[src/drive_cmd_pkg.sv]
`default_nettype none

package drive_cmd_pkg;

  ////////////////////////////////////////////////////////////////////////////
  // APB register map (byte addresses)
  localparam logic [7:0] ADDR_CTRL       = 8'h00;
  localparam logic [7:0] ADDR_STATUS     = 8'h04;
  localparam logic [7:0] ADDR_DCB_PERIOD = 8'h08;
  localparam logic [7:0] ADDR_DCB_FREQ   = 8'h0c;
  localparam logic [7:0] ADDR_CMPD_CUR   = 8'h10;
  localparam logic [7:0] ADDR_SW_STOP    = 8'h14;

  ////////////////////////////////////////////////////////////////////////////
  // Control register fields
  localparam int CTRL_W          = 10;
  localparam int CTRL_SCHEME_LSB = 0;
  localparam int CTRL_VARIANT    = 2;
  localparam int CTRL_DCB_DIN    = 3;
  localparam int CTRL_ROLE_A_LSB = 4;
  localparam int CTRL_ROLE_B_LSB = 6;
  localparam int CTRL_ROLE_C_LSB = 8;
  localparam logic [CTRL_W-1:0] CTRL_RST = 10'h240;

  // Software stop bits
  localparam int SW_COAST = 0;
  localparam int SW_FAST  = 1;

  // Status register fields
  localparam int STAT_MODE_LSB  = 0;
  localparam int STAT_REV       = 3;
  localparam int STAT_DCB       = 4;
  localparam int STAT_CMPD      = 5;
  localparam int STAT_ZERO      = 6;
  localparam int STAT_PINS_LSB  = 7;

  ////////////////////////////////////////////////////////////////////////////
  // Widths and reset values
  localparam int NUM_DIN  = 4;
  localparam int NUM_PINS = 6;
  localparam int PIN_COAST = 4;
  localparam int PIN_FAST  = 5;
  // Synchroniser reset: run contacts open, stop pins released
  localparam logic [NUM_PINS-1:0] PINS_RST = 6'h30;
  localparam int FREQ_W   = 16;
  localparam int PERIOD_W = 32;
  localparam logic [PERIOD_W-1:0] DCB_PERIOD_RST = 32'h0;
  localparam logic [FREQ_W-1:0]   DCB_FREQ_RST   = 16'h0;
  localparam logic [FREQ_W-1:0]   CMPD_CUR_RST   = 16'h0;

  // Control schemes
  localparam logic [1:0] SCHEME_LEVEL    = 2'h0;
  localparam logic [1:0] SCHEME_TWO_WIRE = 2'h1;
  localparam logic [1:0] SCHEME_PULSE    = 2'h2;
  localparam logic [1:0] SCHEME_HOLD     = 2'h3;

  typedef enum logic [2:0] {
    ST_IDLE,
    ST_RUN,
    ST_RAMP_STOP,
    ST_FAST_STOP,
    ST_COAST
  } mode_t;

endpackage

`default_nettype wire

[src/drive_run_command_logic.sv]
// The APB interface to the registers and the register offsets are this design's own decisions.
`timescale 1ns/1ps
`default_nettype none

// Notes on behaviour
// - Scheme 0: run request starts motor forward, ramping to setpoint.
// - Scheme 0: reverse select reverses via 0 Hz; release returns forward.
// - Scheme 0: reverse select alone never starts the motor.
// - Dropping the run request performs a ramp stop.
// - Forward/reverse-run variant: same-direction request cancels ramp stop and re-accelerates.
// - Variant: opposite-direction request during ramp down ignored until 0 Hz.
// - Variant: no run request active means ramp down and stay stopped.
// - Scheme 1: forward or reverse contact alone runs that way, no zero needed.
// - Scheme 1: both contacts closed ramp stops; both open stays stopped.
// - Scheme 2: stop contact active low; open means ramp stop.
// - Scheme 2: rising edge of forward or reverse pulse latches run with direction.
// - Scheme 2: both pulse inputs closed together cause ramp stop.
// - Scheme 2: single new pulse cancels ramp stop and restarts.
// - Scheme 2: pulse in current running direction changes nothing.
// - Scheme 3: hold contact active low; opening unlatches run and ramps down.
// - Scheme 3: start pulse edge latches run only when off.
// - Scheme 3: reverse select level sets direction whenever the hold contact is closed.
// - Coast stop disables pulses from any source; fast stop decelerates rapidly.
// - Run request honours only the last configured input; stop from same source.
// - Auto DC braking after ramp/fast stop below start frequency for set period.
// - Compound braking above link threshold, off from one cycle after flying restart or DC braking starts.
// - Scheme selector: 0 level, 1 two-wire, 2 pulse with stop, 3 hold.
module drive_run_command_logic
  import drive_cmd_pkg::*;
(
  input  wire logic                 clk,               // 250 MHz clock
  input  wire logic                 sys_rst,           // Synchronous reset, active high
  input  wire logic [7:0]           paddr,             // APB address
  input  wire logic                 psel,              // APB select
  input  wire logic                 penable,           // APB enable
  input  wire logic                 pwrite,            // APB write
  input  wire logic [31:0]          pwdata,            // APB write data
  output logic      [31:0]          prdata,            // APB read data
  output logic                      pready,            // APB ready
  output logic                      pslverr,           // APB error, unmapped address
  input  wire logic [NUM_DIN-1:0]   din,               // Digital input contacts
  input  wire logic                 coast_stop_n,      // Coast stop pin, active low
  input  wire logic                 fast_stop_n,       // Fast stop pin, active low
  input  wire logic [FREQ_W-1:0]    out_freq,          // Output frequency from ramp generator
  input  wire logic                 dc_link_over,      // Link voltage above switch-in threshold
  input  wire logic                 flying_restart,    // Flying restart active
  output logic                      run_cmd,           // Run toward setpoint
  output logic                      reverse_cmd,       // Direction, high for reverse
  output logic                      ramp_stop,         // Ramp stop in progress
  output logic                      fast_stop,         // Fast stop in progress
  output logic                      coast_stop,        // Output pulses disabled
  output logic                      dc_brake_on,       // DC braking active
  output logic                      compound_brake_on, // Compound braking active
  output logic      [FREQ_W-1:0]    compound_current   // Compound braking current
);

  ////////////////////////////////////////////////////////////////////////////
  // State

  typedef struct packed {
    logic [NUM_PINS-1:0] s1;
    logic [NUM_PINS-1:0] s2;
    logic [NUM_PINS-1:0] s3;
    mode_t               mode;
    logic                reverse_select;
    logic [PERIOD_W-1:0] dc_cnt;
    logic                dc_done;
    logic                cmp;
    logic [CTRL_W-1:0]   ctrl;
    logic [PERIOD_W-1:0] dc_period;
    logic [FREQ_W-1:0]   dc_freq;
    logic [FREQ_W-1:0]   cmp_cur;
    logic [1:0]          sw_stop;
    logic [31:0]         rdata;
    logic                slverr;
  } state_t;

  state_t st_r;
  state_t st_nxt;

  logic [NUM_PINS-1:0] pins;
  logic [NUM_PINS-1:0] rise;
  logic [1:0]          scheme;
  logic                lvl_a;
  logic                lvl_b;
  logic                lvl_c;
  logic                rise_a;
  logic                rise_b;
  logic                rise_c;
  logic                coast_req;
  logic                fast_req;
  logic                at_zero;
  logic                dc_active;
  logic                auto_dcb;
  logic                is_run;
  logic                is_stopping;
  logic                wr_en;
  logic                setup;

  ////////////////////////////////////////////////////////////////////////////
  // Decode of synchronised inputs

  assign pins   = {fast_stop_n, coast_stop_n, din};
  // Edges only from the second and third stages
  assign rise   = st_r.s2 & ~st_r.s3;
  assign scheme = st_r.ctrl[CTRL_SCHEME_LSB +: 2];

  // One selector per role: rewriting it moves the role, so the last wins
  assign lvl_a  = st_r.s2[st_r.ctrl[CTRL_ROLE_A_LSB +: 2]];
  assign lvl_b  = st_r.s2[st_r.ctrl[CTRL_ROLE_B_LSB +: 2]];
  assign lvl_c  = st_r.s2[st_r.ctrl[CTRL_ROLE_C_LSB +: 2]];
  assign rise_a = rise[st_r.ctrl[CTRL_ROLE_A_LSB +: 2]];
  assign rise_b = rise[st_r.ctrl[CTRL_ROLE_B_LSB +: 2]];
  assign rise_c = rise[st_r.ctrl[CTRL_ROLE_C_LSB +: 2]];

  assign coast_req = ~st_r.s2[PIN_COAST] | st_r.sw_stop[SW_COAST];
  assign fast_req  = ~st_r.s2[PIN_FAST]  | st_r.sw_stop[SW_FAST];
  assign at_zero   = (out_freq == '0);
  assign dc_active = (st_r.dc_cnt != '0);
  assign auto_dcb  = ~st_r.ctrl[CTRL_DCB_DIN] & (st_r.dc_period != '0);
  assign is_run    = (st_r.mode == ST_RUN);
  assign is_stopping = (st_r.mode == ST_RAMP_STOP) | (st_r.mode == ST_FAST_STOP);

  assign setup = psel & ~penable;
  assign wr_en = psel & penable & pwrite;

  ////////////////////////////////////////////////////////////////////////////
  // Next state

  always_comb begin
    logic want_rev;
    want_rev = 1'b0;
    st_nxt   = st_r;

    // Two flops before anything reads the pins, a third for edges
    st_nxt.s1 = pins;
    st_nxt.s2 = st_r.s1;
    st_nxt.s3 = st_r.s2;

    // Command decode per scheme
    unique case (scheme)
      SCHEME_LEVEL: begin
        if (!st_r.ctrl[CTRL_VARIANT]) begin
          if (is_run) begin
            if (!lvl_a) begin
              st_nxt.mode = ST_RAMP_STOP;
            end else begin
              // Ramp generator passes through 0 Hz on a change
              st_nxt.reverse_select = lvl_c;
            end
          end else if (lvl_a && st_r.mode != ST_FAST_STOP) begin
            // Reverse select alone never gets here
            st_nxt.mode = ST_RUN;
            st_nxt.reverse_select  = lvl_c;
          end
        end else begin
          if (is_run) begin
            if ((lvl_a && lvl_b) || (st_r.reverse_select ? !lvl_b : !lvl_a)) begin
              st_nxt.mode = ST_RAMP_STOP;
            end
          end else if ((lvl_a ^ lvl_b) && st_r.mode != ST_FAST_STOP) begin
            want_rev = lvl_b;
            // Direction change only from standstill; operator waits for it
            if (at_zero || want_rev == st_r.reverse_select) begin
              st_nxt.mode = ST_RUN;
              st_nxt.reverse_select  = want_rev;
            end
          end
        end
      end
      SCHEME_TWO_WIRE: begin
        if (lvl_a ^ lvl_b) begin
          if (st_r.mode != ST_FAST_STOP) begin
            st_nxt.mode = ST_RUN;
            st_nxt.reverse_select  = lvl_b;
          end
        end else if (is_run) begin
          st_nxt.mode = ST_RAMP_STOP;
        end
      end
      SCHEME_PULSE: begin
        if (!lvl_a || (lvl_b && lvl_c)) begin
          if (is_run) begin
            st_nxt.mode = ST_RAMP_STOP;
          end
        end else if ((rise_b || rise_c) && st_r.mode != ST_FAST_STOP) begin
          // Same-direction pulse while running leaves everything as is
          st_nxt.mode = ST_RUN;
          st_nxt.reverse_select  = rise_c;
        end
      end
      SCHEME_HOLD: begin
        if (!lvl_b) begin
          if (is_run) begin
            st_nxt.mode = ST_RAMP_STOP;
          end
        end else begin
          if (!is_run && rise_a && st_r.mode != ST_FAST_STOP) begin
            st_nxt.mode = ST_RUN;
          end
          st_nxt.reverse_select = lvl_c;
        end
      end
    endcase

    // Stop completion at standstill; a restart request at zero wins
    if (is_stopping && at_zero && st_nxt.mode == st_r.mode) begin
      st_nxt.mode = ST_IDLE;
    end

    // Fast stop over any command but a start from idle, coast stop over everything
    if (fast_req && st_r.mode != ST_IDLE) begin
      st_nxt.mode = at_zero ? ST_IDLE : ST_FAST_STOP;
    end
    if (coast_req) begin
      st_nxt.mode = ST_COAST;
    end else if (st_r.mode == ST_COAST) begin
      st_nxt.mode = ST_IDLE;
    end

    // Automatic DC braking, once per stop
    if (dc_active) begin
      st_nxt.dc_cnt = st_r.dc_cnt - 32'h1;
    end
    if (auto_dcb && is_stopping && !st_r.dc_done && !dc_active && out_freq < st_r.dc_freq) begin
      st_nxt.dc_cnt  = st_r.dc_period;
      st_nxt.dc_done = 1'b1;
    end
    if (is_run || st_r.mode == ST_COAST) begin
      st_nxt.dc_cnt  = '0;
      st_nxt.dc_done = 1'b0;
    end

    // Compound braking, off from the cycle after DC braking or flying restart starts
    st_nxt.cmp = (st_r.cmp_cur != '0) & dc_link_over & ~flying_restart & ~dc_active;

    // APB: read data captured in the setup cycle, so it is a flop output
    if (setup) begin
      st_nxt.slverr = 1'b0;
      st_nxt.rdata  = '0;
      unique case (paddr)
        ADDR_CTRL:       st_nxt.rdata[CTRL_W-1:0]   = st_r.ctrl;
        ADDR_STATUS: begin
          st_nxt.rdata[STAT_MODE_LSB +: 3]          = st_r.mode;
          st_nxt.rdata[STAT_REV]                    = st_r.reverse_select;
          st_nxt.rdata[STAT_DCB]                    = dc_active;
          st_nxt.rdata[STAT_CMPD]                   = st_r.cmp;
          st_nxt.rdata[STAT_ZERO]                   = at_zero;
          st_nxt.rdata[STAT_PINS_LSB +: NUM_PINS]   = st_r.s2;
        end
        ADDR_DCB_PERIOD: st_nxt.rdata               = st_r.dc_period;
        ADDR_DCB_FREQ:   st_nxt.rdata[FREQ_W-1:0]   = st_r.dc_freq;
        ADDR_CMPD_CUR:   st_nxt.rdata[FREQ_W-1:0]   = st_r.cmp_cur;
        ADDR_SW_STOP:    st_nxt.rdata[1:0]          = st_r.sw_stop;
        default:         st_nxt.slverr              = 1'b1;
      endcase
    end
    if (wr_en) begin
      unique case (paddr)
        ADDR_CTRL:       st_nxt.ctrl      = pwdata[CTRL_W-1:0];
        ADDR_DCB_PERIOD: st_nxt.dc_period = pwdata;
        ADDR_DCB_FREQ:   st_nxt.dc_freq   = pwdata[FREQ_W-1:0];
        ADDR_CMPD_CUR:   st_nxt.cmp_cur   = pwdata[FREQ_W-1:0];
        ADDR_SW_STOP:    st_nxt.sw_stop   = pwdata[1:0];
        default: begin
        end
      endcase
    end
  end

  always_ff @(posedge clk) begin
    if (sys_rst) begin
      st_r           <= '0;
      // Idle pin levels, so reset release gives no false run or edge
      st_r.s1        <= PINS_RST;
      st_r.s2        <= PINS_RST;
      st_r.s3        <= PINS_RST;
      st_r.mode      <= ST_IDLE;
      st_r.ctrl      <= CTRL_RST;
      st_r.dc_period <= DCB_PERIOD_RST;
      st_r.dc_freq   <= DCB_FREQ_RST;
      st_r.cmp_cur   <= CMPD_CUR_RST;
    end else begin
      st_r <= st_nxt;
    end
  end

  ////////////////////////////////////////////////////////////////////////////
  // Outputs

  assign prdata            = st_r.rdata;
  assign pready            = 1'b1;
  assign pslverr           = psel & penable & st_r.slverr;
  assign run_cmd           = is_run;
  assign reverse_cmd       = st_r.reverse_select;
  assign ramp_stop         = (st_r.mode == ST_RAMP_STOP);
  assign fast_stop         = (st_r.mode == ST_FAST_STOP);
  assign coast_stop        = (st_r.mode == ST_COAST);
  assign dc_brake_on       = dc_active;
  assign compound_brake_on = st_r.cmp;
  assign compound_current  = st_r.cmp ? st_r.cmp_cur : '0;

  logic quiet;
  assign quiet = ~coast_req & ~fast_req & ~wr_en;
endmodule // drive_run_command_logic

`default_nettype wire

[config.mk]
export PLATFORM = sky130hd
export DESIGN_NAME = drive_run_command_logic
export DESIGN_NICKNAME = d
export VERILOG_FILES = /design/src/drive_cmd_pkg.sv /design/src/drive_run_command_logic.sv
export SDC_FILE = /design/constraint.sdc
export NUM_CORES = 1
export LEC_CHECK = 0
export BUFFER_PORTS_ARGS = -buffer_cell sky130_fd_sc_hd__buf_2
export CELL_PAD_IN_SITES_DETAIL_PLACEMENT = 1
export CELL_PAD_IN_SITES_GLOBAL_PLACEMENT = 2
export CORE_UTILIZATION = 34
export DETAILED_ROUTE_END_ITERATION = 12
export PLACE_DENSITY_LB_ADDON = 0.05
export SLEW_MARGIN = 20
export SYNTH_ARGS = -nofsm -noshare
export SYNTH_HDL_FRONTEND = slang
export SYNTH_SLANG_ARGS = --single-unit
export TNS_END_PERCENT = 1
[constraint.sdc]
create_clock -name clk -period 3.06 [get_ports clk]
set_input_delay 0.306 -clock clk [delete_from_list [all_inputs] [get_ports clk]]
set_output_delay 0.306 -clock clk [all_outputs]
set_load 0.1 [all_outputs]
Word-level counts from Yosys, hierarchy flattened
Index checks and enable logic that the tools add are counted.
W data, S select, Z words.
{"block": "op_classes", "muxes": 48, "magnitude_cmp": 4, "n_addsub": 1, "eq_ne": 25, "n_bitwise": 20, "reduce_logical": 41}
{"operator": "$reduce_bool A32 Y1", "count": 2}
{"operator": "$pmux W8 S5", "count": 1}
{"operator": "$mux W3", "count": 12}
{"operator": "$mux W33", "count": 1}
{"operator": "$mux W16", "count": 2}
{"operator": "$mux W32", "count": 1}
{"operator": "$sub A32 B1 Y32 const B", "count": 1}
{"operator": "$mux W4", "count": 7}
{"operator": "$eq A8 B4 Y1 const B", "count": 2}
{"operator": "$eq A8 B5 Y1 const B", "count": 2}
{"operator": "$logic_not A16 Y1", "count": 1}
{"operator": "$lt A16 B16 Y1", "count": 1}
{"operator": "$pmux W4 S4", "count": 1}
{"operator": "$reduce_bool A16 Y1", "count": 1}
{"operator": "$logic_and A1 B1 Y1", "count": 14}
{"operator": "$mux W1", "count": 13}
{"operator": "$bmux W1 S2", "count": 6}
{"operator": "$lt A2 B4 Y1 const B", "count": 3}
{"operator": "$ne A3 B3 Y1 const B", "count": 4}
{"operator": "$pmux W2 S6", "count": 1}
{"operator": "$pmux W3 S4", "count": 1}
{"operator": "$ne A2 B2 Y1 const B", "count": 5}
{"operator": "$reduce_and A10 Y1", "count": 1}
{"operator": "$reduce_and A2 Y1", "count": 5}
{"operator": "other kinds (27)", "count": 51}
{"block": "totals", "regBits": 163, "output_inout_bits": 57, "input_bits": 69}

Longest topological paths before layout
{"block": "logic_depth", "word_depth": 15, "depth_mapped": 11}

Least setup slack after synthesis
No wires, ideal clock.
{"block": "synth_path", "path_kind": "flip-flop to flip-flop", "startpoint": "reg st_r[146] (netlist bit)", "endpoint": "reg st_r[126] (netlist bit)", "path_slack_ns": -0.894, "required_time_ns": 2.943, "t_arrival_ns": 3.837, "path_stages_with_launch": 7, "setup_time_ns": 0.117, "cell_sequence": "dfxtp_1 clkbuf_1 nor3b_1 nor3_1 nand2_1 a21oi_1 a31o_1"}
{"element": "start, declared", "line_no": "drive_run_command_logic.sv:78", "source": "state_t st_r;"}
{"element": "start signal, assigned", "line_no": "drive_run_command_logic.sv:284", "source": "st_r <= st_nxt;"}
{"element": "$eq A3 B3 Y1"}
{"element": "via coast_stop", "line_no": "drive_run_command_logic.sv:51", "source": "output logic coast_stop,"}
{"element": "$logic_or A1 B1 Y1", "line_no": "drive_run_command_logic.sv:229", "source": "if (is_run || st_r.mode == ST_COAST) begin"}
{"element": "$reduce_or A2 Y1 (no line)"}
The timed path passes the listed nets, and every way through them passes these cells.
A chain may end at the register's enable or synchronous reset.

Worst setup path after layout
{"block": "layout_path", "startpoint": "reg st_r[119] (netlist bit)", "endpoint": "out dc_brake_on"}
{"block": "layout_between", "elab_chain_len": 1}
{"element": "$reduce_bool A32 Y1", "line_no": "drive_run_command_logic.sv:119", "source": "assign dc_active = (st_r.dc_cnt != '0);"}
{"element": "end, declared", "line_no": "drive_run_command_logic.sv:52", "source": "output logic dc_brake_on,"}
Every way passes these cells.

==> summary.txt <==
Insertion delay to the later sink of the worst-skew pair: 0.44 ns
Total CTS buffers: 17
Max_cap viols: 0
DR vias/cell: 5.39
DP Cell Count: 1390
Total track usage: 24.1%
Commonest cells in the netlist: 176 x nand2_1, 163 x dfxtp_1, 91 x a21oi_1
Vias in the first global route: 7632
Net Sw Frac: 33.1%
Beginning of the worst hold path: fast_stop_n
Global-route wire length before repair: 44800 um
Sequential power share: 39.0%
CTS Root Buffer Type: clkbuf_16
Crit Path Class: flip-flop to primary output
Area fraction of the dominant cell type after synthesis: 39.5%
Fin Clk Skew: 0.0175 ns
Clock sinks: 163
R2R cell count: 7
Post-route cell area: 9650 um^2
Count leader, synth: nand2_1
Max Freq: 0.348 GHz
Routed via count: 7658
Hold Fails Final Rpt: 0
Share of cells above drive strength 1: 19.5%
Clk pwr share: 36.6%
Tcrit/Tclk final: 93.8%
WHS Endpoint: st_nxt[158]
Area growth, synth to finish: 16.7%
Largest net degree at the start of global routing: 106
Avg Cell Area, Syn: 8.14 um^2
CP Data Arrival Time: 2.56 ns
Slew @ Worst Pin: 0.799 ns
Routed WL: 28800 um
Grt total ovfl: 0
CTS tree: yes
Seq/Total Area, Yosys: 39.5%
First-pass DRT Iterations: 5
Pwr dens: 633 nW/um^2
Reg2reg end: st_r[128]
Leakage: 3.76 nW
Dpl ws: 0.526 ns
Clock slew at reported path FFs: 0.07 ns
DP HPWL: 21200 um
Psw: 2.02 mW
Yosys cell types: 71
Setup repair bufs after CTS: 0
Outcome: finished, final reports clean
CP max-delay cell: or4_1
Synth area leader: dfxtp_1
# IOs: 126
CTS Buffer Depth: 2
Worst hold stages: 2
# port buffers: 124
Remaining DRCs: 0
Internal Pwr Total: 4.08 mW
Initial core utilization: 34.9%
Worst VDD drop: 0.245 mV
Die height: 158 um
PnR worst setup slack: 0.190 ns
Ant diodes: 0
Synth Instances: 1016
Worst hold slack: 0.0543 ns
DR WL/cell: 20.2 um
Flops & latches, synth: 163
Post-Syn Area: 8270 um^2
Worst EP required: 2.75 ns
Worst setup EP type: primary output
Gpl congestion: 0.832
Synth warn: 0
Placed inst area: 9040 um^2
Die width: 158 um
Setup violations, final: 0
Post-route ant nets: 0
Worst-path fanout max: 8
Hold Path Class: primary input to flip-flop
Setup Total Neg Slack: 0 ns
Net count after synthesis: 1102
Post-layout util: 40.8%
Most used DFF post-synth: dfxtp_1
FF-to-FF Start: st_r[113]
Final min period: 2.87 ns
Headroom to the max-slew limit: 46.6%
Row Count: 56
Top cells by area, synth: dfxtp_1 39%, nand2_1 8.0%, a21oi_1 5.5%
Initial antenna violation count: 0
Core area: 23700 um^2
Fin nets: 1176
Cell Count, Final, Fillers Out: 1422
Ys async rst share: 0%
CP startpoint kind: flip-flop
R2R Setup Slk: 0.56 ns
Initial drt markers: 435
Post-synth EDFFs: 0
Die area: 24900 um^2
CTS H-Tree Depth: 4
Critical path, cell by cell: or4_1, nor3_2, and4_2, inv_2, buf_2
Pwr Total: 6.11 mW
Max incr delay on CP: 0.60 ns
Comb power frac: 24.3%
Count of final max-slew check failures: 0
-- cell families (layout without fill, tap and decap cells) --
logic type | Yosys count | count (layout) | share of synthesized area [%]
simple gates | 420 | 420 | 24.6
other cells | 1 | 1 | 0.0453
compound gates | 236 | 236 | 18.2
mux | 33 | 33 | 5.52
fa+ha+maj | 17 | 17 | 2.57
flops | 163 | 163 | 39.5
xor+xnor | 20 | 20 | 2.12
buf+inv | 126 | 213 | 7.43
-- cell type report --
| cell class | instances | area (um^2) |
|---|---|---|
| Timing Repair Buffer | 150 | 856 |
| Clock buffer | 18 | 439 |
| Tap cell | 319 | 399 |
| Inverter | 31 | 116 |
| Clock inverter | 14 | 170 |
| Multi-Input combinational cell | 727 | 4410 |
| Sequential cell | 163 | 3260 |
| Fill cell | 2912 | 14000 |
-- power by group through the flow --
stage | Clock [mW] | Combinational (mW) | Sequential, mW
CTS | 2.29 | 1.49 | 2.38
finish | 2.24 | 1.49 | 2.38
floorplan | 0 | 1.13 | 2.40
global route | 2.39 | 1.65 | 2.41
detailed placement | 0 | 1.48 | 2.43
global placement | 0 | 1.47 | 2.43
-- worst max path at each step --
stage | from | end | slack [ns] | depth (start not counted)
2_1_floorplan | st_r[146] | st_r[145] | 0.08 | 7
3_3_place_gp | st_r[113] | st_r[140] | 0.54 | 7
3_5_place_dp | st_r[113] | st_r[140] | 0.53 | 7
4_1_cts | st_r[119] | dc_brake_on | 0.07 | 5
5_1_grt | st_r[119] | dc_brake_on | -0.007 | 5
6_report | st_r[119] | dc_brake_on | 0.19 | 5
-- critical path: cells and delay by family, from the launching register on --
kind / cells / cell delay [ns]
buffers and inverters: 2 / 0.43
and+or+nand+nor: 3 / 1.34
DFF: 1 / 0.34
-- state kept, by name (all words and copies together), names as in the netlist --
signal / flops
st_r: 115
prdata: 32
st_nxt: 12
scheme: 2
compound_brake_on: 1
reverse_cmd: 1
-- placed cells by master, fill, tap and decap left out, types with 5 or more instances in the layout --
cell,n
xor2_1,9
a221oi_1,7
mux2i_1,22
nor2b_1,18
nor3_1,18
buf_2,123
nand2b_1,11
xnor2_1,11
o31ai_1,5
inv_1,30
nand2_1,176
o21ai_0,28
and3_1,8
or4_1,5
nand4_1,14
nor2_1,81
a22oi_1,25
clkbuf_16,17
nor4_1,23
and2_1,18
or3_1,10
mux4_2,10
a21o_1,9
nand3_1,9
a211oi_1,11
buf_4,24
o22ai_1,9
or2_2,6
ha_1,17
a31oi_1,7
dfxtp_1,163
a21oi_1,91
-- layer usage --
layer	wire length (um)	up-vias	part of all wire, %	track usage, %
met4	450	0	1.6	6.50
met3	1170	25	4.1	4.08
met5	0	-	0	0
li1	-	3707	-	-
met2	12800	161	44	37.4
met1	14400	3765	50	34.3
-- repair_timing --
action	in CTS	in global routing
endpoints found under the setup margin	0	1
resized for setup	0	1
hold buffers	0	0
Power figures use the tool's default switching activity.
